--- src/rtl/prot_map.svh ---
// Timing counts for the channel protection state machines
`ifndef PROT_MAP_SVH
`define PROT_MAP_SVH

// System clock period in ns (250 MHz)
`define CPF_CLK_NS 4
// Accumulated on-time before leaving inrush, in ns
`define CPF_INRUSH_ON_TIME_NS 10000
// Off-time before a channel re-arms into inrush, in ns
`define CPF_REARM_TIME_NS 10000
// Least times round up to whole cycles
`define CPF_INRUSH_ON_CYC ((`CPF_INRUSH_ON_TIME_NS + `CPF_CLK_NS - 1) / `CPF_CLK_NS)
`define CPF_REARM_CYC ((`CPF_REARM_TIME_NS + `CPF_CLK_NS - 1) / `CPF_CLK_NS)
// Restart hold count; a tripped channel stays off this many cycles plus one before an automatic restart
`define CPF_RESTART_CYC 4
// Number of output channels
`define CPF_NUM_CH 4
// Width of the retry counter and limits
`define CPF_RETRY_W 4
// Width of the on-time and re-arm timers
`define CPF_TIMER_W 16

`endif

--- src/rtl/prot_pkg.sv ---
// Types shared by the channel protection logic
`default_nettype none
package prot_pkg;
  typedef enum logic [1:0] {
    ST_INRUSH,
    ST_OPERATIVE,
    ST_FAULT
  } chan_state_e;
endpackage
`default_nettype wire

--- src/rtl/sync2.sv ---
// Two-flop synchroniser for a vector of asynchronous levels
`timescale 1ns/1ns
`default_nettype none
module sync2 #(
  parameter int W = 1
) (
  input  wire logic         clk_sys,
  input  wire logic         resetn,
  input  wire logic [W-1:0] async_in,
  output var  logic [W-1:0] sync_out
);
  logic [W-1:0] meta_q;

  // First stage feeds only the second stage
  always_ff @(posedge clk_sys or negedge resetn) begin
    if (!resetn) begin
      meta_q   <= '0;
      sync_out <= '0;
    end else begin
      meta_q   <= async_in;
      sync_out <= meta_q;
    end
  end
endmodule
`default_nettype wire

--- src/rtl/channel_protection_fsm.sv ---
// Per-channel protection state machines for a four-channel high-side switch
// How it works
// - Each channel owns an independent state machine
// - Start in inrush: high trip, limited retries
// - Inrush goes operative after on-time limit
// - PWM on-time accumulates toward the limit
// - Any latch-off condition enters fault state
// - Inrush high trip: off, auto restart, limited
// - Retry count survives PWM cycles until latch
// - Overcurrent shutdown sets the error flag
// - Read clears flag unless retries exhausted
// - Cleared flag sets again on next overcurrent
// - Retry limit depends on drain-source voltage
// - Only clear-latch command releases retry latch
// - Clear with demand switches channel on immediately
// - After clear the channel runs operative
// - High drain-source overcurrent in inrush latches without retry
// - That latch also released only by clear
// - Operative uses low trip, latches at once
// - Back to inrush only after long off-time
`timescale 1ns/1ns
`default_nettype none
`include "prot_map.svh"
module channel_protection_fsm #(
  parameter int NCH              = `CPF_NUM_CH,
  parameter int RW               = `CPF_RETRY_W,
  parameter int TW               = `CPF_TIMER_W,
  parameter int INRUSH_ON_CYC    = `CPF_INRUSH_ON_CYC,
  parameter int REARM_CYC        = `CPF_REARM_CYC
) (
  input  wire logic                  clk_sys,
  input  wire logic                  resetn,
  input  wire logic [NCH-1:0]        in_pin,
  input  wire logic [NCH-1:0]        channel_on_bits,
  input  wire logic                  clear_latch_cmd,
  input  wire logic [NCH-1:0]        err_read,
  input  wire logic [NCH-1:0]        over_high_trip,
  input  wire logic [NCH-1:0]        over_low_trip,
  input  wire logic [NCH-1:0]        over_vds_trip,
  input  wire logic [NCH-1:0]        drain_source_threshold,
  input  wire logic [NCH-1:0]        vds_range_high,
  input  wire logic [RW-1:0]         retry_limit_low_vds,
  input  wire logic [RW-1:0]         retry_limit_high_vds,
  output var  logic [NCH-1:0]        switch_on,
  output var  logic [NCH-1:0]        err_flag,
  output var  prot_pkg::chan_state_e chan_state [NCH]
);
  import prot_pkg::*;

  // ******************************************************************
  // Limits
  // ******************************************************************
  // Limits sized to their timers so compares need no extension
  localparam logic [TW-1:0] ON_LIM    = TW'(INRUSH_ON_CYC);
  localparam logic [TW-1:0] REARM_LIM = TW'(REARM_CYC);
  localparam logic [2:0]    RST_HOLD  = 3'(`CPF_RESTART_CYC);

  // ******************************************************************
  // Input synchronisation
  // ******************************************************************
  logic [NCH-1:0] in_s;
  logic [NCH-1:0] hi_s;
  logic [NCH-1:0] lo_s;
  logic [NCH-1:0] vt_s;
  logic [NCH-1:0] dst_s;
  logic [NCH-1:0] rng_s;

  // Stages reset low, so no trip is seen just after reset
  // Pin and comparator levels come from outside the clock domain
  sync2 #(
    .W (6 * NCH)
  ) u_sync (
    .clk_sys  (clk_sys),
    .resetn   (resetn),
    .async_in ({in_pin, over_high_trip, over_low_trip, over_vds_trip,
                drain_source_threshold, vds_range_high}),
    .sync_out ({in_s, hi_s, lo_s, vt_s, dst_s, rng_s})
  );

  // ******************************************************************
  // Helpers
  // ******************************************************************
  // True once a timer has reached its limit
  function automatic logic reached(input logic [TW-1:0] cnt,
                                   input logic [TW-1:0] lim);
    reached = (cnt >= lim);
  endfunction

  // Saturating timer step; a stuck timer must not wrap back to zero
  function automatic logic [TW-1:0] tick(input logic [TW-1:0] cnt);
    tick = (cnt == {TW{1'b1}}) ? cnt : cnt + TW'(1);
  endfunction

  // ******************************************************************
  // Channel state
  // ******************************************************************
  chan_state_e    state_d [NCH];
  logic [NCH-1:0] drive_d;
  logic [NCH-1:0] err_d;
  logic [NCH-1:0] sticky_q;
  logic [NCH-1:0] sticky_d;
  logic [RW-1:0]  retry_q [NCH];
  logic [RW-1:0]  retry_d [NCH];
  logic [TW-1:0]  on_q    [NCH];
  logic [TW-1:0]  on_d    [NCH];
  logic [TW-1:0]  rearm_q [NCH];
  logic [TW-1:0]  rearm_d [NCH];
  logic [2:0]     hold_q  [NCH];
  logic [2:0]     hold_d  [NCH];
  logic [NCH-1:0] demand;

  // Either the pin or the SPI on bit asks for the channel
  assign demand = in_s | channel_on_bits;

  // Next-state logic, one independent machine per channel
  always_comb begin
    logic [RW-1:0] lim;
    logic [RW:0]   next_try;
    lim      = '0;
    next_try = '0;
    for (int c = 0; c < NCH; c++) begin
      state_d[c]  = chan_state[c];
      drive_d[c]  = switch_on[c];
      err_d[c]    = err_flag[c];
      sticky_d[c] = sticky_q[c];
      retry_d[c]  = retry_q[c];
      on_d[c]     = on_q[c];
      hold_d[c]   = (hold_q[c] != 3'h0) ? hold_q[c] - 3'h1 : 3'h0;
      // Re-arm timer runs only while the channel is not requested
      rearm_d[c]  = demand[c] ? '0 : tick(rearm_q[c]);
      // Retry budget chosen by the drain-source voltage range
      lim      = rng_s[c] ? retry_limit_high_vds : retry_limit_low_vds;
      next_try = {1'b0, retry_q[c]} + (RW+1)'(1);
      // A read clears the flag, unless retries were exhausted
      if (err_read[c] && !sticky_q[c]) begin
        err_d[c] = 1'b0;
      end
      // Trips count only while driven; an idle channel cannot trip
      case (chan_state[c])
        ST_INRUSH: begin
          if (switch_on[c] && vt_s[c] && dst_s[c]) begin
            // High drain-source overcurrent: latch at once, no retry
            state_d[c] = ST_FAULT;
            drive_d[c] = 1'b0;
            err_d[c]   = 1'b1;
            on_d[c]    = '0;
          end else if (switch_on[c] && hi_s[c]) begin
            err_d[c] = 1'b1;
            on_d[c]  = '0;
            drive_d[c] = 1'b0;
            if (next_try >= {1'b0, lim}) begin
              // Budget spent; flag now survives reads until cleared
              state_d[c]  = ST_FAULT;
              sticky_d[c] = 1'b1;
            end else begin
              retry_d[c] = next_try[RW-1:0];
              hold_d[c]  = RST_HOLD;
            end
          end else if (reached(on_q[c], ON_LIM)) begin
            state_d[c] = ST_OPERATIVE;
            on_d[c]    = '0;
            drive_d[c] = demand[c];
          end else begin
            // On-time accumulates over PWM phases, holds while off
            if (switch_on[c]) begin
              on_d[c] = tick(on_q[c]);
            end
            drive_d[c] = demand[c] && (hold_q[c] == 3'h0);
          end
        end
        ST_OPERATIVE: begin
          on_d[c] = '0;
          if (switch_on[c] && lo_s[c]) begin
            state_d[c] = ST_FAULT;
            drive_d[c] = 1'b0;
            err_d[c]   = 1'b1;
          end else if (!demand[c] && reached(rearm_q[c], REARM_LIM)) begin
            // Long enough off: the inrush budget is restored
            state_d[c] = ST_INRUSH;
            retry_d[c] = '0;
            drive_d[c] = 1'b0;
          end else begin
            drive_d[c] = demand[c];
          end
        end
        ST_FAULT: begin
          on_d[c]    = '0;
          drive_d[c] = 1'b0;
          // Only the clear command releases any latch
          if (clear_latch_cmd) begin
            state_d[c]  = ST_OPERATIVE;
            sticky_d[c] = 1'b0;
            retry_d[c]  = '0;
            // Demand still present restarts the channel at once
            drive_d[c]  = demand[c];
          end
        end
        default: begin
          state_d[c] = ST_FAULT;
          drive_d[c] = 1'b0;
        end
      endcase
    end
  end

  // Registers only; start-up state is inrush with a full budget
  always_ff @(posedge clk_sys or negedge resetn) begin
    if (!resetn) begin
      switch_on <= '0;
      err_flag  <= '0;
      sticky_q  <= '0;
      for (int c = 0; c < NCH; c++) begin
        chan_state[c] <= ST_INRUSH;
        retry_q[c]    <= '0;
        on_q[c]       <= '0;
        rearm_q[c]    <= '0;
        hold_q[c]     <= 3'h0;
      end
    end else begin
      switch_on <= drive_d;
      err_flag  <= err_d;
      sticky_q  <= sticky_d;
      for (int c = 0; c < NCH; c++) begin
        chan_state[c] <= state_d[c];
        retry_q[c]    <= retry_d[c];
        on_q[c]       <= on_d[c];
        rearm_q[c]    <= rearm_d[c];
        hold_q[c]     <= hold_d[c];
      end
    end
  end

  // Each check reads only its own channel's machine
  for (genvar g = 0; g < NCH; g++) begin : g_chk

  end
endmodule
`default_nettype wire

--- config.mk ---
export PLATFORM = sky130hd
export DESIGN_NAME = channel_protection_fsm
export DESIGN_NICKNAME = d
export VERILOG_FILES = /design/src/rtl/prot_pkg.sv /design/src/rtl/sync2.sv /design/src/rtl/channel_protection_fsm.sv
export VERILOG_INCLUDE_DIRS = /design/src /design/src/rtl
export SDC_FILE = /design/constraint.sdc
export NUM_CORES = 1
export LEC_CHECK = 0
export ABC_AREA = 1
export BUFFER_PORTS_ARGS = -buffer_cell sky130_fd_sc_hd__buf_2
export CAP_MARGIN = 20
export CORE_ASPECT_RATIO = 0.5
export CORE_MARGIN = 1.5
export CORE_UTILIZATION = 47
export DETAILED_ROUTE_END_ITERATION = 16
export GPL_ROUTABILITY_DRIVEN = 0
export PLACE_DENSITY = 0.71
export SYNTH_ARGS = -nofsm -noshare
export SYNTH_HDL_FRONTEND = slang
export SYNTH_SLANG_ARGS = --single-unit
--- constraint.sdc ---
create_clock -name clk_sys -period 2.8 [get_ports clk_sys]
set_clock_uncertainty 0.2 [all_clocks]
set_input_delay 0.14 -clock clk_sys [delete_from_list [all_inputs] [get_ports clk_sys]]
set_output_delay 0.14 -clock clk_sys [all_outputs]
set_load 0.01 [all_outputs]
# --- After elaboration in Yosys (flattened, before gate mapping) ---
# Cells that the tools add are included.
op_classes:
  n_reduce_logical: 80
  n_eq_ne: 68
  n_bitwise: 1
  n_addsub: 16
  magnitude_cmp: 12
  n_mux: 175
op_table:
  columns: ["op", "count"]
  rows:
  - ["$mux 16", 28]
  - ["$add 16x1->16 const B", 8]
  - ["$eq 16x16->1 const B", 8]
  - ["$ge 16x12->1 const B", 8]
  - ["$pmux 16 s2", 4]
  - ["$mux 4", 25]
  - ["$ne 2x2->1 const B", 32]
  - ["$mux 3", 20]
  - ["$mux 1", 53]
  - ["$mux 2", 25]
  - ["$pmux 4 s3", 4]
  - ["$ne 5x5->1 const B", 8]
  - ["$ne 4x4->1 const B", 8]
  - ["$logic_and 1x1->1", 28]
  - ["$reduce_and 7->1", 4]
  - ["$pmux 2 s3", 4]
  - ["$reduce_bool 3->1", 8]
  - ["$add 4x1->5 const B", 4]
  - ["$ge 5x4->1", 4]
  - ["$reduce_and 5->1", 4]
  - ["$pmux 1 s2", 8]
  - ["$reduce_and 4->1", 4]
  - ["$reduce_bool 2->1", 8]
  - ["$logic_not 3->1", 4]
  - ["other kinds (10)", 41]
totals:
  regBits: 224
  output_inout_bits: 16
  word_cells: 380
  inputBits: 43

# --- Depth between registers and ports, before layout ---
# Gate-level depths: netlist (run 1).
depth:
  depth_word: 7
  mapped_depth: 15
  depth_no_buf: 15

# --- Modules after synthesis ---
# From an unflattened synthesis (run 1), not the netlist that was laid out.
hier_totals:
  hier_cells: 1649
  area_unflattened_um2: 12568.3
by_module_without_submodules:
  columns: ["module", "cells_per_inst", "seq_area_each_um2", "area_per_inst_um2", "n_inst"]
  rows:
  - ["channel_protection_fsm", 1601, 4404.2, 11367.2, 1]
  - ["sync2", 48, 1201.2, 1201.2, 1]

# --- Worst setup path after synthesis (run 1) ---
# Ideal clock, no wire load.
synth_path:
  kind: "register -> register"
  startpoint: "register retry_q[4] (netlist name)"
  endpoint: "register retry_q[4] (netlist name)"
  required_time_ps: 2483
  path_stages_with_launch: 15
  synth_period_minus_slack_ps: 2171
  setup_ps: 117
  setup_slack_ps: 629
  path_buffers: 0
  arrival_ps: 1854
  cell_sequence: "dfrtp_1 ha_1 nor2_1 nor2_1 ha_1 nand2_1 nand2_1 nand3_1 nand2_1 nor2_1 nand2_1 nand2_1 nand3_2 nand2_1 nand2_1"
synth_between:
  elab_chain_cells: 5
  word_cells_on_any_way: 8
  cone_classes: "add/sub (1); order compare (1); eq/ne (1); mux (4); reduce/logical (1)"
synth_lines:
  columns: ["item", "line_no", "rtl"]
  rows:
  - ["start, declared", "channel_protection_fsm.sv:102", "logic [RW-1:0] retry_q [NCH];"]
  - ["start signal, assigned by index", "channel_protection_fsm.sv:225", "retry_q[c] <= retry_d[c];"]
  - ["$add 4x1->5 (*)", "channel_protection_fsm.sv:133", "next_try = {1'b0, retry_q[c]} + (RW+1)'(1);"]
  - ["branches (longest 4 deep; another with $ge 5x4->1)", null, null]
# Every way passes the cells marked *. The select of a mux whose other input is x is not followed.
# A chain may end at the register's enable or synchronous reset.

# --- Final worst setup path (run 1) ---
layout_path:
  startpoint: "register retry_q[4] (netlist name)"
  endpoint: "register retry_q[7] (netlist name)"
# Same word-level chain as after synthesis.

==> results.toml, run 1 <==
[outcome]
status = "complete, no violations"

[die]
ios = 59
start_util = 0.4764
rows = 42
coreArea_um2 = 26330
die_h_um = 118.5
die-area_um2 = 27740
die_w_um = 234.0

[synthesis]
async_reset_ff_frac = 1.000
ys_seq_area_frac = 0.4469
yosys.area.top_type = "dfrtp_1"
syn_nets = 1746
synthFlopType = "dfrtp_1"
synth_area_um2 = 12540
synth.avg_cell_area_um2 = 7.639
synth-edff-count = 0
yosysWarnings = 0
ys_seq_elements = 224
ys_types = 42
synth_top_cell_area_share = 0.4469
synth_area_leaders = "dfrtp_1 45%, nand2_1 12%, inv_1 7.8%"
syn_inst = 1642

[sta]
fin_crit_sh = 0.8642
tightest_slew_ps = 563.3
slew_headroom = 0.6245
max_freq_ghz = 0.4132
drv_slew = 0
rsz0062_at_grt = "false"
finalCriticalPeriod_ps = 2420
tns_ps = 0
setup_viol = 0
hold_viol = 0

[final_layout]
fillers = 2389
antennaDiodeCount = 0
area_growth_syn_to_layout_pct = 14.78
drive_above_1_share = 0.09306
finalNetCount = 1862

[route]
postRouteAntennaNets = 0
drc = 0
drt-total-wl_um = 26420
avgRoutedWirePerCell_um = 12.43
dr.pass1.iters = 5
detail_route.iter0.violations = 764
viasPerCell = 4.969
vias = 10560

[grt]
grt_overflow = 0
grt_pass1_wl_um = 46000
grt_start_max_net_pins = 73
grt_usage = 0.1992
antenna_found_initial = 0
grt_pass1_vias = 9891

[clocking]
numCtsBuffers = 22
worstSkewPairLatency_ps = 530
cts_root_buf = "clkbuf_16"
clock_sinks = 224
h-tree-depth = 1
cts_resized = 0
clk_pin_slew_worst_paths_ps = 70
clk_path_buf_depth = 3
cts_tree = "yes"

[critical_path]
cp.buffers_inverters = 0
crit_path_cell_trace = "ha_1 > nor2_1 > nor2_1 > ha_1 > nand2_1 > nand2_1 > nand3_1 > nand2_1 > nor2_1 > nand2_1 > nand2_1 > nand3_2 > nand2_1 > nand2_1"
crit_fanout = 6
setup.worst_path.start_class = "register"
cp_data_required_time_ps = 3010
crit_type = "register to register"
end_kind = "register"
cp_common_cell = "nand2_1"
max_stage_delay_ps = 430
critPathArrivalTime_ps = 2630
path_delay_family = "simple AND/OR/NAND/NOR gates"
slowest_stage = "dfrtp_1"

[power_and_ir_drop]
power.total_mw = 10.95
p_per_area_nw_per_um2 = 760.4
leakagePower_nw = 7.565
vdd_drop_max_v = 0.0004124

[worst_hold_path]
min_path_type = "input port to register"

[run]
cap_viol_max_count = 0

[placed_design]
io_buffers = 58
place_hpwl_um = 18830
-- where the power goes --
| group | total, mW | switching (mW) | internal (mW) |
|---|---|---|---|
| registers | 4.04 | 0.387 | 3.66 |
| clock network | 3.07 | 1.32 | 1.75 |
| logic | 3.83 | 2.52 | 1.31 |
| total | 10.9 | 4.23 | 6.72 |
-- synth_stat cells (3+ instances only) --
library cell and number:
xor2_1 18, nand2_1 397, o21ai_0 104, clkbuf_1 4
nor2_4 3, nand2_2 4, a21oi_1 28, inv_1 261
nand2_4 5, nand3_2 12, nand3_1 129, nor4_1 7
nor3_1 42, nor2_2 7, or2_2 10, o31ai_1 7
nand4_1 48, nor2_1 204, nand3b_1 4, buf_6 3
dfrtp_1 224, o21bai_1 6, ha_1 61, inv_2 8
a31oi_1 12, o21ai_1 10
-- through the flow --
stage               utilization  hold slack [ps]  area, um^2  setup slack, ps  instances
finish                   0.5469            49.18       14400            380.1       2125
global route             0.5469            37.79       14400            158.9       2125
CTS                      0.5469            26.75       14400            405.3       2125
detailed placement       0.5049           -48.16       13290            434.3       2050
global placement         0.5049           -48.64       13290            488.1       2050
floorplan                     -           -355.6       12540            629.3       1642
-- worst paths after layout --
kind	start	end	slack [ps]	cells past startpoint
worst max-delay path	retry_q[4]	retry_q[7]	380	14
worst min-delay path	vds_range_high[3]	u_sync.meta_q[3]	50	2
worst max register to register	retry_q[4]	retry_q[7]	380	14
worst min register to register	u_sync.meta_q[5]	u_sync.sync_out[5]	150	0
max in group asynchronous	resetn	on_q[21]	980	4
min in group asynchronous	resetn	on_q[23]	510	3
-- area by class of cell --
| cell class | count | area (um^2) | area share |
|---|---|---|---|
| clock inverters | 12 | 132.6 | 0.009212 |
| well taps | 352 | 440.4 | 0.03059 |
| inverters | 272 | 1039 | 0.07213 |
| clock buffers | 27 | 610.6 | 0.04241 |
| repair buffers | 103 | 753.2 | 0.05232 |
| multi-input cells | 1135 | 5817 | 0.4040 |
| flip-flops and latches | 224 | 5605 | 0.3893 |
-- worst register-to-register path, delay by kind of cell, from the launching register on --
kind / cells / cell delay, ps
flip-flops: 1 / 430
adder cells (fa/ha/maj): 2 / 560
AND/OR/NAND/NOR: 12 / 1130
-- flip-flops by register name (all words and copies together), names as in the netlist, 8 cells and up --
name	count
u_sync.meta_q	24
rearm_q	64
chan_state	8
u_sync.sync_out	24
retry_q	16
hold_q	12
on_q	64
-- what timing repair did --
action / 4_1_cts / 5_1_grt
setup buffers: 0 / 0
hold buffers: 36 / 0
endpoints found under the hold margin: 307 / 0
-- cells in the final DEF, fill, tap and decap left out, types with 7 or more instances in the layout --
master         Yosys  final
nor4_1             7      7
nand2_1          397    397
a21oi_1           28     28
xor2_1            18     18
or2_2             10     10
nand3_2           12     12
nand4_1           48     48
buf_2              2     57
dfrtp_1          224    224
nand3_1          129    129
o21ai_1           10     10
a31oi_1           12     12
nor2_2             7      7
ha_1              61     61
inv_2              8      8
o31ai_1            7      7
inv_1            261    261
dlygate4sd3_1      0     36
nor2_1           204    204
clkbuf_16          0     23
o21ai_0          104    104
nor3_1            42     42
buf_4              0      7
-- per-layer routing --
metal	wire, um	vias up	track usage
met3	1100	37	0.03499
met4	533	0	0.05048
met1	12940	4872	0.2808
met2	11840	168	0.3175
met5	0	-	0
li1	-	5483	-
-- logic make-up (layout without fill, tap and decap cells) --
kind of cell	after synthesis	in the layout	synth area share
AO/OA/AOI/OAI	176	176	0.07641
XOR/XNOR	19	19	0.01327
adder cells (fa/ha/maj)	61	61	0.06085
buffers and inverters	283	414	0.08938
flip-flops	224	224	0.4469
AND/OR/NAND/NOR	879	879	0.3132
Note: power is estimated with default switching activity, not from simulation.
==> run 2: changes to the inputs <==
- CELL_PAD_IN_SITES_DETAIL_PLACEMENT: unset -> 1
- CELL_PAD_IN_SITES_GLOBAL_PLACEMENT: unset -> 2
- CORE_UTILIZATION: 47 -> 37
- CTS_CLUSTER_SIZE: unset -> 28
- PLACE_DENSITY: 0.71 -> 0.87
==> run 2 against run 1 <==
Against the previous run:
- via count increased by 3.5%
- largest cell class unchanged
- cell area grew 0.84%
- sequential power about the same
- maximum frequency down 4.0%
- total power increased by 2.2%
- first-iteration DRC count decreased by 28%
- routed wire length increased by 27%
==> results.toml, run 2 (synthesis gave the netlist of run 1 again) <==
[sta]
drv_slew = 0
fin_crit_sh = 0.9004
tns_ps = 0
tightest_slew_ps = 472.8
fin_ws_ps = 278.8
max_freq_ghz = 0.3966
hold_viol = 0
rsz0062_at_grt = "false"
slew_headroom = 0.6836
setup_viol = 0
finalCriticalPeriod_ps = 2521

[route]
viasPerCell = 4.936
avgRoutedWirePerCell_um = 15.18
drc = 0
dr.pass1.iters = 4
postRouteAntennaNets = 0
drt-total-wl_um = 33610
vias = 10930
detail_route.iter0.violations = 549

[clocking]
h-tree-depth = 1
worstSkewPairLatency_ps = 530
cts_tree = "yes"
clock_sinks = 224
cts_hold_buf = 36
cts_root_buf = "clkbuf_16"
clk_path_buf_depth = 3
clk_pin_slew_worst_paths_ps = 70
cts_resized = 0
numCtsBuffers = 23
post-cts-setup-buffers = 0

[power_and_ir_drop]
vdd_drop_max_v = 0.0003776
p_per_area_nw_per_um2 = 770.8
leakagePower_nw = 7.569

[critical_path]
r2r_setup_slack_ps = 280
setup.worst_path.start_class = "register"
startpoint = "retry_q[0]"
critPathArrivalTime_ps = 2730
crit_type = "register to register"
end_kind = "register"
crit_fanout = 6
cp_data_required_time_ps = 3010
endpoint = "retry_q[2]"
ff2ff_path_depth = 14
r2r-start = "retry_q[0]"
rr_endpoint = "retry_q[2]"

[final_layout]
area_growth_syn_to_layout_pct = 15.75
finalNetCount = 1863
fillers = 4098
finalNonFillerCells = 2215
layout_commonest_cell = "nand2_1"
antennaDiodeCount = 0
layout_common_cells = "397 x nand2_1, 261 x inv_1, 224 x dfrtp_1, 204 x nor2_1, 129 x nand3_1"
reg_top3 = "on_q x64, rearm_q x64"
drive_above_1_share = 0.09301

[grt]
grt_pass1_vias = 11800
grt_start_max_net_pins = 59
grt_usage = 0.1979
grt_overflow = 0
grt_pass1_wl_um = 57770
antenna_found_initial = 0

[placed_design]
place_hpwl_um = 24820
place_ws_ps = 273.4
io_buffers = 58
dpl.cell_count = 2139

[die]
die-area_um2 = 35080
ios = 59
rows = 47
start_util = 0.3775
die_h_um = 133.2
die_w_um = 263.4
coreArea_um2 = 33230

[worst_hold_path]
min_path_type = "input port to register"

[run]
cap_viol_max_count = 0

[outcome]
status = "complete, no violations"
-- run 2: critical path, stage by stage (launching register included) --
cell     delay [ps]
dfrtp_1         440
ha_1            250
nor2_1          180
nor2_1           80
ha_1            310
nand2_1          80
nand2_1          60
nand3_1          60
nand2_1          60
nor2_1          150
nand2_1          90
nand2_2         110
nand3_1         160
nand2_1         100
nand2_1          70
-- run 2: worst min-delay path by stage --
stage	from	end	slack (ps)	depth (start not counted)
finish	in_pin[0]	u_sync.meta_q[20]	50	2
global route	over_high_trip[2]	u_sync.meta_q[18]	30	2
CTS	over_low_trip[2]	u_sync.meta_q[14]	30	2
detailed placement	resetn	u_sync.meta_q[20]	-60	1
global placement	resetn	u_sync.meta_q[20]	-60	1
floorplan	resetn	chan_state[0]	-360	0
-- run 2: metrics by stage --
step | utilization | cell area (um^2) | hold WS [ps] | total power [mW]
3_5_place_dp | 0.4038 | 13420 | -59.61 | 8.138
6_report | 0.4370 | 14520 | 51.30 | 11.19
5_1_grt | 0.4370 | 14520 | 31.74 | 12.07
3_3_place_gp | 0.4038 | 13420 | -62.71 | 7.885
4_1_cts | 0.4370 | 14520 | 27.79 | 11.33
2_1_floorplan | - | 12540 | -355.6 | 6.976
-- run 2: metal layers --
layer / wire [um] / global-route usage / vias to the layer above
li1: - / - / 5473
met1: 15470 / 0.2521 / 5311
met2: 16540 / 0.3579 / 106
met3: 1020 / 0.03068 / 44
met4: 576 / 0.03918 / 0
met5: 0 / 0 / -
-- run 2: power breakdown --
part | internal, mW | total [mW] | switching (mW)
Combinational | 1.33 | 4.05 | 2.72
Sequential | 3.66 | 4.07 | 0.411
Clock | 1.71 | 3.07 | 1.37
-- run 2: area by class of cell --
class	count	area [um^2]	area share
multi-input combinational	1135	5817	0.4006
clock inverter	9	77.57	0.005343
inverter	272	1039	0.07153
timing repair buffer	103	783.3	0.05395
clock buffer	31	645.6	0.04447
sequential	224	5605	0.3861
tap	441	551.8	0.03800
